## config.mk

```make
export PLATFORM = sky130hd
export DESIGN_NAME = dsp_page_stack_check
export DESIGN_NICKNAME = d
export VERILOG_FILES = /design/src/verilog/dsp_pkg.sv /design/src/verilog/dsp_page_stack_check.sv
export SDC_FILE = /design/constraint.sdc
export NUM_CORES = 1
export LEC_CHECK = 0
export BUFFER_PORTS_ARGS = -buffer_cell sky130_fd_sc_hd__clkbuf_2
export CAP_MARGIN = 20
export CORE_MARGIN = 2
export CORE_UTILIZATION = 45
export CTS_CLUSTER_DIAMETER = 80
export DETAILED_ROUTE_END_ITERATION = 7
export PLACE_DENSITY = 0.71
export SLEW_MARGIN = 20
export SYNTH_ARGS = -nofsm -noshare
export SYNTH_HDL_FRONTEND = slang
export SYNTH_SLANG_ARGS = --single-unit
```

## constraint.sdc

```tcl
create_clock -name clk -period 11 [get_ports clk]
set_input_delay 2.2 -clock clk [delete_from_list [all_inputs] [get_ports clk]]
set_output_delay 2.2 -clock clk [all_outputs]
set_load 0.01 [all_outputs]
```

## src/verilog/dsp_pkg.sv

```systemverilog
// Package for the data-space page and stack check block.
// Assumes a single core clock domain; all users import dsp_pkg::*.
package dsp_pkg;

  // Address space figures.
  localparam int             ADDR_W       = 16;
  localparam int             EXT_W        = 24;
  localparam int             PAGE_W       = 9;
  localparam logic [15:0]    PAGED_BASE   = 16'h8000;
  localparam logic [15:0]    NEAR_TOP     = 16'h1fff;
  localparam logic [15:0]    SFR_TOP      = 16'h0800;
  localparam logic [8:0]     PAGE_INVALID = 9'h000;
  localparam logic [7:0]     EXT_HI_ZERO  = 8'h00;

  // Stack figures.
  localparam logic [15:0]    WORD_STEP    = 16'h0002;
  localparam logic [15:0]    SP_RESET     = 16'h0800;
  localparam logic [15:0]    LIMIT_RESET  = 16'h0000;
  localparam logic [7:0]     BYTE_ZERO    = 8'h00;
  localparam int             PC_MSB       = 7;

  // Kinds of request from the address generator.
  typedef enum logic [2:0] {
    DSP_OP_NONE,
    DSP_OP_ACCESS,
    DSP_OP_PUSH,
    DSP_OP_POP,
    DSP_OP_SP_WRITE
  } dsp_op_e;

  // What a push stores.
  typedef enum logic [1:0] {
    DSP_PUSH_DATA,
    DSP_PUSH_CALL,
    DSP_PUSH_EXC
  } dsp_push_e;

  // Request from the core, one per cycle.
  typedef struct packed {
    dsp_op_e            op;
    dsp_push_e          push_kind;
    logic               indirect;
    logic               is_write;
    logic               via_sp;
    logic [ADDR_W-1:0]  addr;
    logic [15:0]        wdata;
    logic [7:0]         pc_upper;
    logic [7:0]         status_low_byte;
  } dsp_req_s;

  // Writes of the page and limit registers by the core.
  typedef struct packed {
    logic               read_page_we;
    logic               write_page_we;
    logic               limit_we;
    logic [15:0]        wdata;
  } dsp_cfg_s;

  // Answer to the core and exception unit.
  typedef struct packed {
    logic               valid;
    logic               mem_read;
    logic               mem_write;
    logic [EXT_W-1:0]   ext_addr;
    logic [15:0]        wdata;
    logic               addr_err_trap;
    logic               stack_err_trap;
  } dsp_rsp_s;

endpackage : dsp_pkg

```

## src/verilog/dsp_page_stack_check.sv

```systemverilog
// Data-space page translation and software stack supervision.
// Assumes requests and register writes come from logic on the same clock,
// at most one request per cycle; answers appear one cycle later.
`timescale 1ns/100ps

module dsp_page_stack_check
  import dsp_pkg::*;
#(
  parameter logic [15:0] SP_INIT = SP_RESET
)
(
  // Clock and reset.
  input  wire logic       clk,
  input  wire logic       arst_n,
  // Request and register writes from the core.
  input  wire dsp_req_s   req,
  input  wire dsp_cfg_s   cfg,
  // Answer to memory and the exception unit.
  output dsp_rsp_s        rsp,
  output logic [15:0]     stack_pointer_reg,
  output logic [15:0]     stack_limit,
  output logic [8:0]      data_read_page,
  output logic [8:0]      data_write_page
);

  // The stack pointer must start on a word boundary.
  if (SP_INIT[0] != 1'b0)
  begin : g_bad_sp_init
    $error("SP_INIT must be word aligned.");
  end

  // All state of the block.
  typedef struct packed {
    logic [PAGE_W-1:0] read_page;
    logic [PAGE_W-1:0] write_page;
    logic [15:0]       limit;
    logic [15:0]       sp;
    dsp_rsp_s          ans;
  } dsp_state_s;

  dsp_state_s state;
  dsp_state_s next_state;

  // Translates a data access address into the extended space.
  function automatic logic [EXT_W:0] dsp_translate(
    input logic              indirect,
    input logic [ADDR_W-1:0] addr,
    input logic [PAGE_W-1:0] page
  );
    logic [EXT_W:0] res;
    res = '0;
    if (!indirect || addr < PAGED_BASE)
    begin
      // Low half, near region included, bypasses paging entirely.
      res[EXT_W-1:0] = {EXT_HI_ZERO, addr};
    end
    else if (page == PAGE_INVALID)
    begin
      res[EXT_W] = 1'b1;
    end
    else
    begin
      res[EXT_W-1:0] = {page, addr[ADDR_W-2:0]};
    end
    return res;
  endfunction : dsp_translate

  // True when a stack-pointer address leaves the allowed window.
  function automatic logic dsp_stack_bad(
    input logic [15:0] ea,
    input logic [15:0] lim
  );
    return (ea > lim) || (ea < SFR_TOP);
  endfunction : dsp_stack_bad

  // Next-state logic: one request per cycle, answered in the next cycle.
  always_comb
  begin
    logic [EXT_W:0]    xlat;
    logic [PAGE_W-1:0] page;
    logic [15:0]       pop_ea;
    logic [15:0]       push_word;
    logic              bad;
    xlat      = '0;
    page      = '0;
    pop_ea    = '0;
    push_word = '0;
    bad       = 1'b0;
    next_state = state;
    next_state.ans = '0;

    // Register writes take effect for the next request, not this one.
    if (cfg.read_page_we)
    begin
      next_state.read_page = cfg.wdata[PAGE_W-1:0];
    end
    if (cfg.write_page_we)
    begin
      next_state.write_page = cfg.wdata[PAGE_W-1:0];
    end
    if (cfg.limit_we)
    begin
      // A request in this same cycle still checks the old limit.
      next_state.limit = {cfg.wdata[15:1], 1'b0};
    end

    unique case (req.op)
      DSP_OP_NONE:
      begin
        next_state.ans = '0;
      end
      DSP_OP_ACCESS:
      begin
        page = req.is_write ? state.write_page : state.read_page;
        xlat = dsp_translate(req.indirect, req.addr, page);
        bad  = req.via_sp && dsp_stack_bad(req.addr, state.limit);
        next_state.ans.valid          = 1'b1;
        next_state.ans.ext_addr       = xlat[EXT_W-1:0];
        next_state.ans.wdata          = req.wdata;
        next_state.ans.addr_err_trap  = xlat[EXT_W];
        next_state.ans.stack_err_trap = bad;
        next_state.ans.mem_write = req.is_write && !xlat[EXT_W] && !bad;
        next_state.ans.mem_read  = !req.is_write && !xlat[EXT_W] && !bad;
      end
      DSP_OP_PUSH:
      begin
        // Pick the stored word by push kind.
        unique case (req.push_kind)
          DSP_PUSH_CALL:
            push_word = {BYTE_ZERO, 1'b0, req.pc_upper[PC_MSB-1:0]};
          DSP_PUSH_EXC:
            push_word = {req.status_low_byte, req.pc_upper};
          default:
            push_word = req.wdata;
        endcase
        // Write at the free word, then step up.
        bad = dsp_stack_bad(state.sp, state.limit);
        next_state.ans.valid          = 1'b1;
        next_state.ans.ext_addr       = {EXT_HI_ZERO, state.sp};
        next_state.ans.wdata          = push_word;
        next_state.ans.stack_err_trap = bad;
        next_state.ans.mem_write      = !bad;
        if (!bad)
        begin
          next_state.sp = state.sp + WORD_STEP;
        end
      end
      DSP_OP_POP:
      begin
        // Step down first, then read the last pushed word.
        pop_ea = state.sp - WORD_STEP;
        bad    = dsp_stack_bad(pop_ea, state.limit);
        next_state.ans.valid          = 1'b1;
        next_state.ans.ext_addr       = {EXT_HI_ZERO, pop_ea};
        next_state.ans.stack_err_trap = bad;
        next_state.ans.mem_read       = !bad;
        if (!bad)
        begin
          next_state.sp = pop_ea;
        end
      end
      DSP_OP_SP_WRITE:
      begin
        // Pointer stays word aligned like the limit.
        next_state.sp = {req.wdata[15:1], 1'b0};
        next_state.ans.valid = 1'b1;
      end
      default:
      begin
        // Illegal op code: answer nothing and keep state.
        next_state.ans = '0;
      end
    endcase
  end

  // State register; the limit is cleared here although software must set it.
  always_ff @(posedge clk or negedge arst_n)
  begin
    if (!arst_n)
    begin
      state.read_page  <= '0;
      state.write_page <= '0;
      state.limit      <= LIMIT_RESET;
      state.sp         <= SP_INIT;
      state.ans        <= '0;
    end
    else
    begin
      state <= next_state;
    end
  end

  // Outputs come straight from state.
  assign rsp               = state.ans;
  assign stack_pointer_reg = state.sp;
  assign stack_limit       = state.limit;
  assign data_read_page    = state.read_page;
  assign data_write_page   = state.write_page;

endmodule : dsp_page_stack_check

```

==> reports/metrics.csv, run 1 <==
stage,metric,value,unit
layout,finish.utilization,0.559,
detailed_routing,drc,0,
cts,insertion_delay,350,ps
setup_path,cp_max_fo,23,
logic_synthesis,yosys-top-cells-count,"dfrtp_1 (92), nand2_1 (73), o21ai_0 (62), ha_1 (47), nor2_1 (45)",
outcome,status,"complete, no violations",
setup_path,startpoint_type,flop,
cts,cts_tree,yes,
cts,cts_sinks,93,
hold_path,whs_path_depth,1,
layout,largest_reg_flops,45,
logic_synthesis,synth.largest_area_cell,dfrtp_1,
place,port_buffers,169,
logic_synthesis,synthFlopType,dfrtp_1,
sta,slew_violations,0,
cts,path_clk_slew,70,ps
sta,finalHoldViolations,0,
floorplanning,ioPinCount,172,
setup_path,crit_type,flop to flop,
place,gp_congestion,0.885,
global_route,antenna_found_initial,0,
logic_synthesis,yosysMostFrequentCell,dfrtp_1,
sta,period_share,0.425,
logic_synthesis,yosys.area.top_type_share,0.399,
logic_synthesis,async_flop_share,1.00,
sta,finalCriticalPeriod,4680,ps
setup_path,reg2reg_depth,16,
cts,hold_buffers,0,
cts,cts-root-buf,clkbuf_16,
flow_run,drv_cap,0,
power,peakVddDrop,0.0828,mV
setup_path,reg2reg_slack,6320,ps
logic_synthesis,yosysSeqAreaShare,0.403,
detailed_routing,dr_total_vias,5328,
layout,nets,889,
cts,cts_resized,0,
hold_path,holdCritStartpoint,data_write_page[0]$_DFFE_PN0P_,
logic_synthesis,synth_area_leaders,"dfrtp_1 (40%), ha_1 (10%), o21ai_0 (5.4%), nand2_1 (4.7%), mux2_2 (4.1%)",
global_route,gr-total-overflow,0,
power,power_density,191,mW/mm²
detailed_routing,wl_per_cell,18.4,µm
hold_path,whs_endpoint,data_write_page[0]$_DFFE_PN0P_,
sta,clock.fmax,214,MHz
logic_synthesis,synth_cell_types,66,
floorplanning,initial_core_util,0.460,
sta,setup_tns,0,ps
cts,cts_made_buffers,9,
floorplanning,die_w,117,µm
power,p_leak,3.44,nW
sta,rsz0062_at_grt,false,
place,place_hpwl,13400,µm
sta,fin_skew,9.55,ps
global_route,grt_pass1_wl,27800,µm
detailed_routing,ant_nets,0,
layout,diodes,0,
cts,post_cts_buffers,0,
setup_path,crit_arrival,4940,ps
layout,drive_above_1_share,0.284,
layout,fillerInstances,1133,
sta,worst_pin_slew,1040,ps
logic_synthesis,yosysWarnings,0,
sta,setup_viol,0,
floorplanning,die_h,117,µm
setup_path,worstSetupEndpointType,flop,
detailed_routing,dr.pass1.iters,7,
global_route,first_global_vias,5249,
setup_path,worstPathRequired,11260,ps
layout,area_delta_synth_final,21.5,%
sta,max-slew-margin-rel,0.300,
global_route,grt_max_degree,54,
floorplanning,die-area,0.0138,mm²
cts,cts_max_path_buffers,2,
detailed_routing,viasPerCell,5.66,
logic_synthesis,netlist_instances,615,
global_route,grtUsageTotal,0.252,
hold_path,hold_path_class,flop to flop,
detailed_routing,totalWireLength,17300,µm
floorplanning,coreArea,0.0126,mm²
logic_synthesis,avgSynthCellArea,9.39,µm²
detailed_routing,drt_iter0_drc,400,
logic_synthesis,synth-edff-count,0,
setup_path,reg2reg_to,stack_pointer_reg[7]$_DFFE_PN0P_,
floorplanning,rows,41,
logic_synthesis,synth_seq_cells,93,
cts,cts_max_level,3,
setup_path,reg2reg_from,stack_pointer_reg[1]$_DFFE_PN0P_,
logic_synthesis,netlist_area,0.00578,mm²
[layout by cell type (no fill, tap or decap), drive strengths merged, types with 4 or more instances in the layout]
cell	n
mux2i	9
a31oi	6
nor3	10
xor2	11
o21ai	63
clkbuf	177
nor3b	4
a22o	10
nand2b	5
dfrtp	92
nand2	73
mux2	21
xnor2	10
nor2b	11
ha	47
nand4	4
o21a	8
inv	30
or2	4
a21oi	12
a22oi	11
and2	6
o211ai	4
or3	4
nor2	45
nor4	10
a211oi	4
nand3	13
buf	4
a21o	6
and3	5
[through the flow]
step / power [mW] / worst slack, ps / cells / area, µm² / hold WS [ps]
after detailed placement: 1.01 / 6190 / 926 / 6720 / 533
after floorplan: 0.833 / 6980 / 616 / 5780 / 564
final: 1.34 / 6320 / 942 / 7020 / 558
after global placement: 0.992 / 6360 / 926 / 6720 / 507
after global routing: 1.42 / 6070 / 942 / 7020 / 584
after CTS: 1.34 / 6360 / 942 / 7020 / 554
[logic make-up after synthesis]
group                      Yosys count  share of synthesized area
and+or+nand+nor                    202                      0.173
AOI/OAI and AO/OA                  158                      0.182
DFF                                 93                      0.403
buffers and inverters               61                     0.0435
adders and majority gates           47                      0.102
muxes                               30                     0.0565
xor gates and xnor gates            23                     0.0396
other                                1                   0.000649
[worst max path at each step]
stage | cells past startpoint | endpoint | startpoint
6_report | 16 | stack_pointer_reg[7]$_DFFE_PN0P_ | stack_pointer_reg[1]$_DFFE_PN0P_
3_5_place_dp | 8 | rsp[43]$_DFF_PN0_ | req[53]
2_1_floorplan | 9 | stack_pointer_reg[3]$_DFFE_PN0P_ | req[55]
4_1_cts | 16 | stack_pointer_reg[7]$_DFFE_PN0P_ | stack_pointer_reg[1]$_DFFE_PN0P_
5_1_grt | 16 | stack_pointer_reg[7]$_DFFE_PN0P_ | stack_pointer_reg[1]$_DFFE_PN0P_
3_3_place_gp | 8 | rsp[42]$_DFF_PN0_ | req[53]
[power by group]
part           internal [mW]  switching, mW
clock                  0.179          0.146
sequential             0.393          0.108
combinational          0.230          0.283
total                  0.802          0.538
[metal layers]
layer | GRT usage | share of wire | up-vias
met1 | 0.333 | 0.43 | 2541
li1 | - | - | 2516
met2 | 0.417 | 0.48 | 232
met3 | 0.0409 | 0.061 | 39
met4 | 0.0926 | 0.027 | 0
met5 | 0 | 0 | -
[final cells by class]
cell class	count	area (µm²)	share of cell area
repair buffers	172	871	0.124
well taps	172	215	0.0307
multi-input cells	462	3200	0.456
flip-flops and latches	93	2330	0.332
clock buffers	9	225	0.0321
clock inverters	7	78.8	0.0112
inverters	27	101	0.0144
[worst max-delay path, stage by stage, from the launching register on]
cell and delay (ps):
dfrtp_1 500, inv_1 180, ha_1 280, or3b_1 480, or3_1 470, xor2_1 180, inv_1 90, ha_1 310
and4_1 250, o21ai_0 100, a31oi_1 240, o2111ai_1 180, a2bb2oi_2 220, nor3_2 90, nor3_4 650, o21ai_0 220
o21ai_0 140
Note: power is estimated with default switching activity, not from simulation.
==> run 2: changes to the inputs <==
Settings changed: PLACE_DENSITY 0.71 to 0.74.
Clock period 11 ns to 3.95 ns, I/O delays scaled along.
==> run 2 against run 1 <==
Compared with the run above: count of clock-buffer cells in the layout grew 2; critical endpoint is now stack_pointer_reg[5]$_DFFE_PN0P_; first-iteration DRC count grew 36%; clock power grew to 2.7 times the previous value; largest power group unchanged; clock skew shrank 5.3 ps; setup slack lost 6200 ps; via count grew 4.6%; sequential cell count is the same; sequential power grew to 2.5 times the previous value; die area is the same; non-clock buffer count grew 28; final cell count grew 2.8%; global-route usage grew 1.2 points; critical path type unchanged.
==> reports/metrics.csv, run 2 (synthesized netlist as in run 1, its figures left out) <==
stage,metric,value,unit,change
outcome,status,"complete, no violations",,
floorplanning,coreArea,0.0126,mm²,unchanged
detailed_routing,viasPerCell,5.76,,+1.8%
floorplanning,rows,41,,unchanged
sta,period_share,0.959,,+0.533
cts,insertion_delay,350,ps,about the same
setup_path,startpoint_type,flop,,
global_route,first_global_vias,5556,,+5.8%
cts,cts-root-buf,clkbuf_16,,
detailed_routing,drt_iter0_drc,542,,+36%
detailed_routing,drc,0,,unchanged
cts,cts_max_level,3,,unchanged
global_route,grtUsageTotal,0.263,,+0.0117
setup_path,crit_type,flop to flop,,
floorplanning,initial_core_util,0.460,,unchanged
layout,largest_reg_flops,45,,unchanged
sta,slew_violations,0,,unchanged
detailed_routing,dr_total_vias,5573,,+4.6%
cts,cts_tree,yes,,
layout,final_cell_mix,"clkbuf_2 (168), dfrtp_1 (92), nand2_1 (73)",,
sta,worst_pin_slew,833,ps,-209 ps
setup_path,crit_arrival,4030,ps,-910 ps
sta,fin_skew,4.26,ps,-5.28 ps
cts,cts_made_buffers,9,,unchanged
power,p_leak,3.59,nW,+4.4%
flow_run,drv_cap,0,,unchanged
floorplanning,die_h,117,µm,unchanged
power,peakVddDrop,0.234,mV,+180%
setup_path,cp_max_fo,5,,-78%
global_route,antenna_found_initial,0,,unchanged
global_route,grt_max_degree,40,,-26%
layout,multi_input_area,0.00329,mm²,+2.7%
detailed_routing,routedLengthMet1,7600,µm,+2.6%
hold_path,hold_path_class,input pin to async pin,,
detailed_routing,dr.pass1.iters,6,,-1
sta,clock.fmax,264,MHz,+24%
place,place_hpwl,13900,µm,+3.2%
layout,final_common_cell,clkbuf_2,,
layout,regArea,0.00233,mm²,unchanged
sta,setup_viol,0,,unchanged
setup_path,worstSetupEndpointType,flop,,
layout,diodes,0,,unchanged
sta,finalHoldViolations,0,,unchanged
floorplanning,die-area,0.0138,mm²,unchanged
power,total_power,3.91,mW,+190%
layout,nets,917,,+3.1%
cts,hold_buffers,0,,unchanged
detailed_routing,wl_per_cell,18.8,µm,+2.2%
sta,max-slew-margin-rel,0.440,,+0.140
layout,fillerInstances,1105,,-2.5%
place,gp_congestion,0.932,,+5.3%
sta,finalCriticalPeriod,3790,ps,-894 ps
cts,cts_max_path_buffers,2,,unchanged
layout,finish.utilization,0.581,,+0.0228
detailed_routing,ant_nets,0,,unchanged
global_route,gr-total-overflow,0,,unchanged
detailed_routing,wl_met2,8660,µm,+3.3%
detailed_routing,wl_met3,1310,µm,+25%
power,power_density,535,mW/mm²,+180%
global_route,grt_pass1_wl,29000,µm,+4.0%
layout,area_delta_synth_final,26.5,%,
cts,path_clk_slew,60,ps,about the same
cts,cts_sinks,93,,unchanged
floorplanning,ioPinCount,172,,unchanged
detailed_routing,totalWireLength,18200,µm,+5.1%
setup_path,worstPathRequired,4190,ps,-7070 ps
floorplanning,die_w,117,µm,unchanged
place,port_buffers,169,,unchanged
detailed_routing,top_layer,met4,,
layout,drive_above_1_share,0.325,,+0.0410
==> run 2: cell type report <==
cell class                      count  share of cell area
Inverter                           27              0.0139
Tap cell                          172              0.0295
Timing Repair Buffer              200               0.149
Sequential cell                    93               0.319
Clock inverter                      3             0.00634
Multi-Input combinational cell    462               0.450
Clock buffer                       11              0.0332
==> run 2: worst max-delay path, cell delays in order, from the launching register on <==
cell and delay, ps:
dfrtp_1 400, inv_1 90, ha_2 180, or3b_4 420
or3_4 370, xor2_1 170, inv_1 110, ha_4 280
and4_1 200, o21ai_0 100, a31oi_1 170, o2111ai_1 140
a2bb2oi_2 230, nor3_4 80, nor3_4 350, buf_6 170
a21oi_1 40, o22a_1 170
==> run 2: repair_timing <==
action / 4_1_cts / 5_1_grt
buffers inserted: 0 / 5
endpoints found under the setup margin: 0 / 15
resized for setup: 0 / 26
==> run 2: power breakdown <==
part / leakage, nW / internal [mW] / switching (mW)
logic: 2.28 / 0.769 / 1.00
registers: 1.18 / 1.10 / 0.177
clock network: 0.138 / 0.503 / 0.361
total: 3.59 / 2.37 / 1.54
==> run 2: through the flow <==
step / instances / setup slack [ps] / hold WS (ps) / TNS [ps] / instance area (µm²)
floorplan: 616 / 63.7 / 494 / 0 / 5780
global placement: 947 / 221 / 521 / 0 / 6870
detailed placement: 947 / 86.8 / 550 / 0 / 6870
CTS: 961 / 33.1 / 418 / 0 / 7160
global route: 968 / -7.54 / 443 / -8.72 / 7310
finish: 968 / 163 / 403 / 0 / 7310
==> run 2: path summary, 6_finish.rpt <==
kind	from	endpoint	slack, ps	cells after the start
min in group clk	data_write_page[0]$_DFFE_PN0P_	data_write_page[0]$_DFFE_PN0P_	560	1
max in group asynchronous	arst_n	stack_pointer_reg[11]$_DFFE_PN1P_	2680	2
worst max-delay path	stack_pointer_reg[2]$_DFFE_PN0P_	stack_pointer_reg[5]$_DFFE_PN0P_	160	17
worst max register to register	stack_pointer_reg[2]$_DFFE_PN0P_	stack_pointer_reg[5]$_DFFE_PN0P_	160	17
worst min register to register	data_write_page[0]$_DFFE_PN0P_	data_write_page[0]$_DFFE_PN0P_	560	1
worst min-delay path	arst_n	rsp[14]$_DFF_PN0_	400	1
==> run 2: metal layers <==
layer | up-vias | global-route usage
met5 | - | 0
met4 | 0 | 0.127
met3 | 47 | 0.0413
met2 | 261 | 0.421
met1 | 2691 | 0.350
li1 | 2574 | -
==> run 3: changes to the inputs <==
Settings changed: PLACE_DENSITY 0.74 to 0.81.
==> run 3 against run 2 <==
Compared with the run above: first-iteration DRC count shrank 21%; clock skew increased by 7.5 ps; cell area down 0.14%; non-clock buffer count is 2 lower; clock power grew 6.6%; combinational power is essentially flat; die area unchanged; largest cell class unchanged.
==> reports/metrics.csv, run 3 (synthesized netlist as in run 1, its figures left out) <==
stage,metric,value,unit,change
outcome,status,"complete, no violations",,
floorplanning,coreArea,0.0126,mm²,unchanged
cts,cts_tree,yes,,
sta,setup_viol,0,,unchanged
setup_path,cp_max_fo,10,,+5
cts,insertion_delay,360,ps,about the same
detailed_routing,ant_nets,0,,unchanged
sta,max-slew-margin-rel,0.412,,-0.0287
setup_path,reg2reg_slack,190,ps,+30 ps
setup_path,worstPathRequired,4170,ps,-20 ps
layout,largest_reg_flops,45,,unchanged
setup_path,worstSetupEndpointType,flop,,
setup_path,crit_arrival,3980,ps,-50 ps
global_route,gr-total-overflow,0,,unchanged
floorplanning,die_w,117,µm,unchanged
sta,fin_skew,11.8,ps,+7.52 ps
cts,path_clk_slew,70,ps,about the same
detailed_routing,viasPerCell,5.76,,+0.11%
cts,cts_made_buffers,9,,unchanged
cts,cts-root-buf,clkbuf_16,,
detailed_routing,drc,0,,unchanged
place,pre_cts_ws,85.1,ps,-1.66 ps
sta,slew_violations,0,,unchanged
layout,diodes,0,,unchanged
global_route,antenna_found_initial,0,,unchanged
sta,finalHoldViolations,0,,unchanged
floorplanning,rows,41,,unchanged
cts,cts_sinks,93,,unchanged
detailed_routing,dr_total_vias,5579,,+0.11%
global_route,grtUsageTotal,0.249,,-0.0148
flow_run,drv_cap,0,,unchanged
floorplanning,die-area,0.0138,mm²,unchanged
layout,final_common_cell,clkbuf_2,,
setup_path,cp_slowest_cell,or4_1,,
layout,final_cell_mix,"clkbuf_2 (168), dfrtp_1 (92), nand2_1 (73)",,
sta,worst_pin_slew,883,ps,+49.4 ps
power,p_leak,3.59,nW,about the same
setup_path,reg2reg_to,stack_pointer_reg[6]$_DFFE_PN0P_,,
power,power_density,539,mW/mm²,+0.78%
layout,nets,915,,-0.22%
floorplanning,initial_core_util,0.460,,unchanged
sta,finalWorstSetupSlack,190,ps,+26.4 ps
setup_path,crit_type,flop to flop,,
floorplanning,die_h,117,µm,unchanged
place,port_buffers,169,,unchanged
setup_path,reg2reg_depth,16,,-1
place,gp_congestion,0.915,,-1.9%
place,place_hpwl,13200,µm,-4.8%
detailed_routing,wl_per_cell,18.0,µm,-4.1%
setup_path,worstPathCellList,"buf_4, or4_1, buf_4, nor2_1, xor2_1, ha_1, a21o_1, a21o_1, a21o_1, o2111ai_2, a2bb2oi_4, nor3_4, nor3_4, buf_4, o21ai_0, o311ai_0",,
detailed_routing,dr.pass1.iters,6,,unchanged
detailed_routing,drt_iter0_drc,426,,-21%
place,detailed_place.area,0.00689,mm²,+0.22%
cts,hold_buffers,0,,unchanged
hold_path,hold_path_class,input pin to async pin,,
global_route,grt_pass1_wl,27300,µm,-5.8%
layout,area_delta_synth_final,26.3,%,
detailed_routing,totalWireLength,17400,µm,-4.1%
layout,drive_above_1_share,0.319,,-0.00628
layout,final_cell_area,0.00730,mm²,-0.14%
sta,period_share,0.952,,-0.00669
sta,finalCriticalPeriod,3760,ps,-26.4 ps
sta,clock.fmax,266,MHz,+0.70%
global_route,first_global_vias,5286,,-4.9%
setup_path,reg2reg_from,stack_pointer_reg[2]$_DFFE_PN0P_,,
cts,cts_max_path_buffers,2,,unchanged
setup_path,crit_path_max_incr_delay,600,ps,+180 ps
floorplanning,ioPinCount,172,,unchanged
layout,finish.utilization,0.581,,-0.000797
global_route,grt_max_degree,68,,+70%
cts,cts_max_level,3,,unchanged
power,peakVddDrop,0.278,mV,+19%
setup_path,startpoint_type,flop,,
[run 3: changes by cell type in the layout (fill, tap and decap cells not counted), moves of 2 or more]
cell,delta
ha_1,+3
o21ai_0,+3
o21ai_1,-3
ha_2,-2
inv_6,+2
o311ai_0,+2
o311ai_1,-2
[run 3: how the worst max path moves through the flow]
stage / from / endpoint / cells past startpoint
2_1_floorplan: stack_pointer_reg[1]$_DFFE_PN0P_ / stack_pointer_reg[3]$_DFFE_PN0P_ / 18
3_3_place_gp: stack_pointer_reg[1]$_DFFE_PN0P_ / stack_pointer_reg[8]$_DFFE_PN0P_ / 17
3_5_place_dp: stack_pointer_reg[1]$_DFFE_PN0P_ / stack_pointer_reg[8]$_DFFE_PN0P_ / 17
4_1_cts: stack_pointer_reg[1]$_DFFE_PN0P_ / stack_pointer_reg[8]$_DFFE_PN0P_ / 17
5_1_grt: stack_pointer_reg[1]$_DFFE_PN0P_ / stack_pointer_reg[13]$_DFFE_PN0P_ / 17
6_report: stack_pointer_reg[2]$_DFFE_PN0P_ / stack_pointer_reg[6]$_DFFE_PN0P_ / 16
[run 3: what timing repair did]
action,CTS,global route
setup buffers,0,3
endpoints found under the setup margin,0,15
gates resized for setup,0,13
[run 3: cell type report]
class,instances,area [µm²]
fillers,1066,5270
multi-input cells,462,3270
flip-flops and latches,93,2330
repair buffers,198,1070
clock buffers,10,239
well taps,172,215
inverters,27,101
clock inverters,6,75.1
[run 3: stage by stage]
| step | cells | hold WS, ps | setup TNS, ps | power (mW) |
|---|---|---|---|---|
| final | 968 | 541 | 0 | 3.93 |
| after global routing | 968 | 573 | -448 | 4.17 |
| after CTS | 965 | 548 | 0 | 3.85 |
| after detailed placement | 949 | 531 | 0 | 2.92 |
| after global placement | 949 | 509 | 0 | 2.89 |
| after floorplan | 616 | 494 | 0 | 2.32 |
[run 3: layer usage]
metal	vias up	routed length (µm)	track usage
met1	2692	7230	0.322
met4	0	565	0.0979
met3	53	1240	0.0535
met2	257	8410	0.408
li1	2577	-	-
met5	-	0	0
[run 3: power by group]
group          switching, mW  leakage [nW]  total [mW]  internal, mW
Sequential             0.164          1.18        1.26          1.10
Combinational          0.996          2.26        1.75         0.758
Clock                  0.402         0.152       0.921         0.519
Total                   1.56          3.59        3.93          2.37
[run 3: critical path: cells and delay by family (launching register included)]
kind	cells	cell delay, ps
and+or+nand+nor	4	1210
AOI/OAI and AO/OA	7	1190
xor gates and xnor gates	1	120
adders and majority gates	1	200
DFF	1	370
buffers and inverters	3	540
